### config.mk
export PLATFORM = sky130hd
export DESIGN_NAME = ascfg_top
export DESIGN_NICKNAME = d
export VERILOG_FILES = /design/src/hdl/ascfg_pkg.sv /design/src/hdl/ascfg_top.sv
export SDC_FILE = /design/constraint.sdc
export NUM_CORES = 1
export LEC_CHECK = 0
export ABC_AREA = 0
export ABC_CLOCK_PERIOD_IN_PS = 1300
export BUFFER_PORTS_ARGS = -buffer_cell sky130_fd_sc_hd__buf_2
export CELL_PAD_IN_SITES_DETAIL_PLACEMENT = 2
export CELL_PAD_IN_SITES_GLOBAL_PLACEMENT = 2
export CORE_ASPECT_RATIO = 0.75
export CORE_MARGIN = 2
export CORE_UTILIZATION = 36
export DETAILED_ROUTE_END_ITERATION = 12
export MAX_ROUTING_LAYER = met4
export PLACE_DENSITY_LB_ADDON = 0.1
export SKIP_LAST_GASP = 1
export SLEW_MARGIN = 40
export SYNTH_ARGS = -nofsm -noshare
export SYNTH_HDL_FRONTEND = slang
export SYNTH_SLANG_ARGS = --single-unit
### constraint.sdc
create_clock -name REF_CLK -period 1.3 [get_ports REF_CLK]
set_input_delay 0.325 -clock REF_CLK [delete_from_list [all_inputs] [get_ports REF_CLK]]
set_output_delay 0.325 -clock REF_CLK [all_outputs]
set_load 0.005 [all_outputs]
### src/hdl/ascfg_pkg.sv
// constants and types of the strap-driven auto-negotiation configuration block
// assumes a single 10 MHz device clock and a word-wide management register port
//
// Functional notes
// RULE_01: each strap is low, mid or high from two comparator outputs.
// RULE_02: reset loads advertisement bits 8:5 and status bit 9 from both straps.
// RULE_03: default straps give negotiation on, all four abilities advertised.
// RULE_04: status bit 9 is one for advertised modes, zero for forced modes.
// RULE_05: first low, second mid: forced 10 half, advertisement 0x021.
// RULE_06: first high, second mid: forced 10 full, advertisement 0x041.
// RULE_07: first mid, second low: forced 100 half, advertisement 0x081.
// RULE_08: first mid, second high: forced 100 full, advertisement 0x101.
// RULE_09: both mid: negotiate all four abilities, advertisement 0x1e1.
// RULE_10: both low: negotiate 10 half and full, advertisement 0x061.
// RULE_11: first low, second high: negotiate 100 half and full, 0x181.
// RULE_12: first high, second low: negotiate half duplex both speeds, 0x0a1.
// RULE_13: both high: negotiate 10 half only, advertisement 0x021.
// RULE_14: negotiation sends the current advertisement register contents.
// RULE_15: straps leave the control register alone; software writes it any time.
// RULE_16: control register never reflects strap-selected mode.
// RULE_17: software trusts status bits 1 and 2 only when valid.
// RULE_18: negotiated mode is the best ability common to both sides.
// RULE_19: priority 100 full, 100 half, 10 full, 10 half.
// RULE_20: negotiation off: speed from control bit 13, duplex from bit 8.
// RULE_21: strap levels captured once at reset release and then held.
package ascfg_pkg;
    localparam int ADDR_W = 5;
    localparam int DATA_W = 16;
    localparam logic [ADDR_W-1:0] OFS_CONTROL = 5'h00;
    localparam logic [ADDR_W-1:0] OFS_ADVERT = 5'h04;
    localparam logic [ADDR_W-1:0] OFS_PARTNER = 5'h05;
    localparam logic [ADDR_W-1:0] OFS_STATUS = 5'h10;
    // control bits
    localparam int CTL_SPEED_BIT = 13;
    localparam int CTL_AN_EN_BIT = 12;
    localparam int CTL_DUPLEX_BIT = 8;
    localparam logic [DATA_W-1:0] CONTROL_RST = 16'h3100;
    // status bits
    localparam int STS_STRAP_AN_BIT = 9;
    localparam int STS_DUPLEX_BIT = 2;
    localparam int STS_SPEED10_BIT = 1;
    localparam int STS_LINK_BIT = 0;
    // advertisement ability bits
    localparam int ADV_10H_BIT = 5;
    localparam int ADV_10F_BIT = 6;
    localparam int ADV_100H_BIT = 7;
    localparam int ADV_100F_BIT = 8;
    localparam int ADV_LO_W = 9;
    localparam logic [ADV_LO_W-1:0] ADV_F10H = 9'h021;
    localparam logic [ADV_LO_W-1:0] ADV_F10F = 9'h041;
    localparam logic [ADV_LO_W-1:0] ADV_F100H = 9'h081;
    localparam logic [ADV_LO_W-1:0] ADV_F100F = 9'h101;
    localparam logic [ADV_LO_W-1:0] ADV_ALL = 9'h1e1;
    localparam logic [ADV_LO_W-1:0] ADV_10 = 9'h061;
    localparam logic [ADV_LO_W-1:0] ADV_100 = 9'h181;
    localparam logic [ADV_LO_W-1:0] ADV_HALF = 9'h0a1;
    localparam logic [ADV_LO_W-1:0] ADV_10H_ONLY = 9'h021;
    typedef enum logic [1:0] {ASCFG_LOW, ASCFG_MID, ASCFG_HIGH} ascfg_level_t;
    typedef enum logic [1:0] {ASCFG_IDLE, ASCFG_LOAD, ASCFG_RUN} ascfg_state_t;
endpackage : ascfg_pkg

### src/hdl/ascfg_top.sv
// strap decode, configuration load and operating mode selection
// straps are static board wiring sampled through synchronisers; the register
// port is synchronous to REF_CLK; negotiation engine lives outside this block
`timescale 1ns/100ps
module ascfg_top
    import ascfg_pkg::*;
(
    // clock and reset
    input wire logic REF_CLK,
    input wire logic RESETN,
    // strap comparator outputs, a is the high threshold, b the mid threshold
    input wire logic STRAP_SEL_FIRST_A,
    input wire logic STRAP_SEL_FIRST_B,
    input wire logic STRAP_SEL_SECOND_A,
    input wire logic STRAP_SEL_SECOND_B,
    // management register port
    input wire logic REG_WR,
    input wire logic REG_RD,
    input wire logic [ADDR_W-1:0] REG_ADDR,
    input wire logic [DATA_W-1:0] REG_WDATA,
    output logic [DATA_W-1:0] REG_RDATA,
    // negotiation engine side
    input wire logic AN_COMPLETE,
    input wire logic LINK_UP,
    input wire logic PARTNER_LOAD,
    input wire logic [DATA_W-1:0] PARTNER_WORD,
    output logic [DATA_W-1:0] ADVERT_WORD,
    output logic AN_ENABLE,
    // resolved operating mode
    output logic MODE_100,
    output logic MODE_FULL,
    output logic MODE_VALID,
    output logic CFG_DONE
);
    logic [3:0] sync1_q;
    logic [3:0] sync2_q;
    logic filled_q;
    ascfg_state_t state_q;
    ascfg_level_t lvl_first;
    ascfg_level_t lvl_second;
    logic [ADV_LO_W-1:0] strap_adv;
    logic strap_an;
    logic [DATA_W-1:0] control_q;
    logic [DATA_W-1:0] advert_q;
    logic [DATA_W-1:0] partner_q;
    logic strap_an_q;
    logic [DATA_W-1:0] common;
    logic res_100;
    logic res_full;
    logic res_any;
    logic [DATA_W-1:0] status;

    // two-stage synchroniser on comparator outputs
    always_ff @(posedge REF_CLK or negedge RESETN) begin
        if (!RESETN) begin
            sync1_q <= 4'h0;
            sync2_q <= 4'h0;
        end else begin
            sync1_q <= {STRAP_SEL_FIRST_A, STRAP_SEL_FIRST_B,
                        STRAP_SEL_SECOND_A, STRAP_SEL_SECOND_B};
            sync2_q <= sync1_q;
        end
    end

    function automatic ascfg_level_t decode(input logic a, input logic b);
        if (a && b) begin
            decode = ASCFG_HIGH; // RULE_01
        end else if (b) begin
            decode = ASCFG_MID; // RULE_01
        end else begin
            decode = ASCFG_LOW; // RULE_01
        end
    endfunction : decode

    assign lvl_first = decode(sync2_q[3], sync2_q[2]);
    assign lvl_second = decode(sync2_q[1], sync2_q[0]);

    // strap table
    always_comb begin
        strap_an = 1'b1;
        strap_adv = ADV_ALL; // RULE_03
        unique case ({lvl_first, lvl_second})
            {ASCFG_LOW, ASCFG_MID}: begin
                strap_an = 1'b0;
                strap_adv = ADV_F10H; // RULE_05
            end
            {ASCFG_HIGH, ASCFG_MID}: begin
                strap_an = 1'b0;
                strap_adv = ADV_F10F; // RULE_06
            end
            {ASCFG_MID, ASCFG_LOW}: begin
                strap_an = 1'b0;
                strap_adv = ADV_F100H; // RULE_07
            end
            {ASCFG_MID, ASCFG_HIGH}: begin
                strap_an = 1'b0;
                strap_adv = ADV_F100F; // RULE_08
            end
            {ASCFG_MID, ASCFG_MID}: strap_adv = ADV_ALL; // RULE_09
            {ASCFG_LOW, ASCFG_LOW}: strap_adv = ADV_10; // RULE_10
            {ASCFG_LOW, ASCFG_HIGH}: strap_adv = ADV_100; // RULE_11
            {ASCFG_HIGH, ASCFG_LOW}: strap_adv = ADV_HALF; // RULE_12
            {ASCFG_HIGH, ASCFG_HIGH}: strap_adv = ADV_10H_ONLY; // RULE_13
            default: strap_adv = ADV_ALL;
        endcase
    end

    // second stage holds real strap samples from the second edge after release
    always_ff @(posedge REF_CLK or negedge RESETN) begin
        if (!RESETN) begin
            filled_q <= 1'b0;
        end else begin
            filled_q <= 1'b1;
        end
    end

    // load sequence: wait for synchroniser to fill, then load once
    always_ff @(posedge REF_CLK or negedge RESETN) begin
        if (!RESETN) begin
            state_q <= ASCFG_IDLE;
        end else begin
            unique case (state_q)
                ASCFG_IDLE: state_q <= filled_q ? ASCFG_LOAD : ASCFG_IDLE;
                ASCFG_LOAD: state_q <= ASCFG_RUN;
                ASCFG_RUN: state_q <= ASCFG_RUN; // RULE_21
            endcase
        end
    end

    // strap-driven status bit, captured once
    always_ff @(posedge REF_CLK or negedge RESETN) begin
        if (!RESETN) begin
            strap_an_q <= 1'b1;
        end else if (state_q == ASCFG_LOAD) begin
            strap_an_q <= strap_an; // RULE_02 RULE_04 RULE_21
        end
    end

    // control register, untouched by straps
    always_ff @(posedge REF_CLK or negedge RESETN) begin
        if (!RESETN) begin
            control_q <= CONTROL_RST; // RULE_16
        end else if (REG_WR && REG_ADDR == OFS_CONTROL) begin
            control_q <= REG_WDATA; // RULE_15
        end
    end

    // advertisement register: strap load, then software owns it
    always_ff @(posedge REF_CLK or negedge RESETN) begin
        if (!RESETN) begin
            advert_q <= {{(DATA_W-ADV_LO_W){1'b0}}, ADV_ALL}; // RULE_03
        end else if (REG_WR && REG_ADDR == OFS_ADVERT) begin
            advert_q <= REG_WDATA;
        end else if (state_q == ASCFG_LOAD) begin
            advert_q <= {advert_q[DATA_W-1:ADV_LO_W], strap_adv}; // RULE_02
        end
    end

    // partner abilities from the negotiation engine
    always_ff @(posedge REF_CLK or negedge RESETN) begin
        if (!RESETN) begin
            partner_q <= 16'h0000;
        end else if (PARTNER_LOAD) begin
            partner_q <= PARTNER_WORD;
        end
    end

    // highest common ability
    assign common = advert_q & partner_q; // RULE_18
    always_comb begin
        res_any = 1'b1;
        res_100 = 1'b0;
        res_full = 1'b0;
        if (common[ADV_100F_BIT]) begin
            res_100 = 1'b1; // RULE_19
            res_full = 1'b1;
        end else if (common[ADV_100H_BIT]) begin
            res_100 = 1'b1; // RULE_19
        end else if (common[ADV_10F_BIT]) begin
            res_full = 1'b1; // RULE_19
        end else if (!common[ADV_10H_BIT]) begin
            res_any = 1'b0;
        end
    end

    // operating mode outputs
    always_ff @(posedge REF_CLK or negedge RESETN) begin
        if (!RESETN) begin
            MODE_100 <= 1'b0;
            MODE_FULL <= 1'b0;
            MODE_VALID <= 1'b0;
        end else if (!control_q[CTL_AN_EN_BIT]) begin
            MODE_100 <= control_q[CTL_SPEED_BIT]; // RULE_20
            MODE_FULL <= control_q[CTL_DUPLEX_BIT]; // RULE_20
            MODE_VALID <= 1'b1;
        end else begin
            MODE_100 <= res_100; // RULE_18
            MODE_FULL <= res_full;
            MODE_VALID <= AN_COMPLETE && res_any;
        end
    end

    always_ff @(posedge REF_CLK or negedge RESETN) begin
        if (!RESETN) begin
            ADVERT_WORD <= 16'h0000;
            AN_ENABLE <= 1'b0;
            CFG_DONE <= 1'b0;
        end else begin
            ADVERT_WORD <= advert_q; // RULE_14
            AN_ENABLE <= control_q[CTL_AN_EN_BIT] && (state_q == ASCFG_RUN);
            CFG_DONE <= state_q == ASCFG_RUN;
        end
    end

    // status word; bits 1 and 2 meaningful only once mode is valid
    always_comb begin
        status = 16'h0000;
        status[STS_STRAP_AN_BIT] = strap_an_q; // RULE_04
        status[STS_DUPLEX_BIT] = MODE_FULL; // RULE_17
        status[STS_SPEED10_BIT] = !MODE_100; // RULE_17
        status[STS_LINK_BIT] = LINK_UP;
    end

    // read data
    always_ff @(posedge REF_CLK or negedge RESETN) begin
        if (!RESETN) begin
            REG_RDATA <= 16'h0000;
        end else if (REG_RD) begin
            unique case (REG_ADDR)
                OFS_CONTROL: REG_RDATA <= control_q;
                OFS_ADVERT: REG_RDATA <= advert_q;
                OFS_PARTNER: REG_RDATA <= partner_q;
                OFS_STATUS: REG_RDATA <= status;
                default: REG_RDATA <= 16'h0000;
            endcase
        end
    end
endmodule : ascfg_top

==> run summary <==
I/O Buffers -> 84
Syn Std Cell Area -> 3920 um2
Syn_area_per_cell -> 12.6 um2
RSZ-0062 raised after global routing -> false
DR WL/cell -> 20.8 um
Longest Clk Path Bufs -> 2
Clk sinks -> 97
Main synth FF type -> dfrtp_1
WP buf/inv -> 1
Postcts setup bufs -> 0
Syn Inst Count -> 311
Layout cell share with drive strength beyond 1 -> 44.2%
# IOs -> 85
Skew-Pair Late Insertion Delay -> 0.34 ns
DRT iter0 DRCs -> 127
DRT Pass-1 Iters -> 4
Final Skew -> 0.00506 ns
Global-route wire length before repair -> 18700 um
WP data required -> 0.98 ns
Final setup vio count -> 0
CP top delay family -> flip-flops
Final-report max-slew violation count -> 0
CTS clk-pin slew, worst paths -> 0.07 ns
Arr. time, crit path -> 0.91 ns
CP max stage delay -> 0.42 ns
Total CTS buffers -> 9
Max Cap Viol -> 0
Root Driver -> clkbuf_16
GP Congestion -> 0.795
Yosys warnings -> 0
Std-Cell Rows -> 32
Setup crit end kind -> output pin
Initial core utilization -> 37.5%
DP HPWL -> 8530 um
Unique cell type count in the Yosys netlist -> 40
Antenna Cells -> 0
DRT antenna net count -> 0
Number of global-route vias before repair -> 3185
Final hold vios -> 0
Cell Pwr Density -> 1560 nW/um2
Detailed Route WL -> 11800 um
TritonCTS clock tree -> done
Fin util -> 48.1%
Number of vias per cell -> 5.04
FF+latch count, synth -> 97
Largest net degree at the start of global routing -> 62
GR Overflow Total -> 0
Achievable Freq -> 0.809 GHz
PnR Total Power -> 7.85 mW
LEAKAGE -> 2.41 nW
Status -> finished, final reports clean
Layout area overhead -> 28.1%
Critical-path cell list -> buf_2
Die area -> 11800 um2
Slowest-stage cell, CP -> dfrtp_1
Sequential area share after synthesis -> 62.1%
Asr flop ratio synth -> 100%
Die Span Y -> 94.4 um
Crit-path max FO -> 2
Detailed-route DRC error count -> 0
Period utilisation layout -> 95.0%
GRT Total Usage -> 22.0%
Via count -> 2862
Worst vdd ir -> 716 uV
Mapped Nets -> 361
Core Footprint -> 10500 um2
Nets -> 477
H-tree levels -> 3
Minimum clock period after layout -> 1.24 ns
Startpoint Class -> flip-flop
Initial antenna violation count -> 0
Die Span X -> 125 um
Crit path kind -> flip-flop to output pin
Number of flops mapped to enable cells by yosys -> 0
Hold WC Path Type -> input port to flip-flop
-- cell type report --
| class | count | area [um2] |
|---|---|---|
| timing repair buffer | 119 | 713 |
| fill | 1083 | 5420 |
| clock buffer | 10 | 239 |
| inverter | 13 | 48.8 |
| clock inverter | 6 | 50.0 |
| sequential | 97 | 2440 |
| multi-input combinational | 187 | 1370 |
| tap | 136 | 170 |
-- cells by family after synthesis --
kind of cell    share of synthesized area (%)
simple gates                             11.7
buf+inv                                  3.95
mux                                      11.7
xor+xnor                                0.447
other cells                            0.0956
fa+ha+maj                               0.638
flops                                    62.1
compound gates                           9.31
-- final timing paths --
path / start / endpoint / slack [ns] / depth (start not counted)
setup / recovery: MODE_100 / MODE_100 / 0.06 / 1
max in group asynchronous: RESETN / advert_q[0] / 0.33 / 3
min in group asynchronous: RESETN / control_q[5] / 0.52 / 3
hold / removal: STRAP_SEL_FIRST_B / sync1_q[2] / 0.09 / 1
hold reg to reg: sync1_q[3] / sync2_q[3] / 0.36 / 0
setup reg to reg: state_q[0] / advert_q[2] / 0.08 / 5
-- per-stage QoR --
step | cells | hold slack [ns] | worst slack, ns | TNS (ns) | cell area [um2]
6_report | 568 | 0.0861 | 0.0646 | 0 | 5030
5_1_grt | 568 | 0.0704 | 0.0116 | 0 | 5030
4_1_cts | 568 | 0.0724 | 0.0205 | 0 | 5010
3_5_place_dp | 551 | 0.342 | -0.247 | -7.65 | 4710
3_3_place_gp | 551 | 0.335 | -0.183 | -5.74 | 4710
2_1_floorplan | 311 | 0.0294 | -0.0643 | -0.820 | 3960
-- cell usage in the layout, fill, tap and decap left out, types with 2 or more instances in the layout --
cell type   n
dfrtp_1    88
buf_2      83
nand2_1    40
mux2_2     36
buf_4      33
inv_1      13
a22oi_1    12
a21oi_1    12
nor2b_1    11
o21ai_0    10
o22ai_1     9
dfstp_2     9
clkbuf_16   9
nor2_1      6
o21ai_1     6
and2_1      4
nand3b_1    4
a31oi_1     3
mux2i_1     3
a221oi_1    3
nand2b_1    3
nand3_1     2
nor4b_4     2
nor2_2      2
inv_6       2
buf_12      2
-- report_power, final --
group          leakage (nW)  switching (mW)  internal [mW]
Combinational          1.06           0.622          0.661
Clock                 0.141            1.20           1.38
Sequential             1.21           0.365           3.62
-- cells in the mapped netlist, drive strengths merged (2+ instances only) --
master	count	share of area, %
a21oi	12	1.5
a221oi	4	0.89
a22oi	12	2.3
a31oi	3	0.48
and2	4	0.64
buf	9	2.2
clkbuf	5	0.48
dfrtp	88	56
dfstp	9	6.0
ha	2	0.64
inv	13	1.2
mux2	38	11
mux2i	3	0.77
nand2	40	3.8
nand2b	3	0.48
nand3	3	0.70
nand3b	4	0.77
nor2	8	0.77
nor2b	12	1.9
nor4b	2	1.2
o21ai	16	2.0
o22ai	9	1.4
-- what timing repair did --
item / in CTS / in global routing
gates resized for setup: 1 / 2
hold endpoints to repair: 43 / 0
endpoints found under the setup margin: 6 / 9
hold buffers: 1 / 0
cloned: 0 / 0
-- state kept, by name, summed over array words and instances (netlist names) --
name         count
ADVERT_WORD     16
AN_ENABLE        1
CFG_DONE         1
MODE_100         1
MODE_FULL        1
MODE_VALID       1
REG_RDATA       16
advert_q        16
control_q       16
filled_q         1
partner_q       16
state_q          2
strap_an_q       1
sync1_q          4
sync2_q          4
-- routing by layer --
| metal | vias up | GRT usage [%] | share of wire [%] |
|---|---|---|---|
| li1 | 1310 | - | - |
| met1 | 1471 | 29.5 | 48 |
| met2 | 67 | 34.7 | 48 |
| met3 | 14 | 3.97 | 3.2 |
| met4 | 0 | 6.46 | 1.4 |
| met5 | - | - | 0 |
-- worst reg2reg max path, delay by kind of cell (launching register included) --
kind                       cells  cell delay [ns]
DFF                            1             0.43
and+or+nand+nor                2             0.23
adders and majority gates      1             0.20
buffers and inverters          2             0.31
Power figures use the tool's default switching activity.
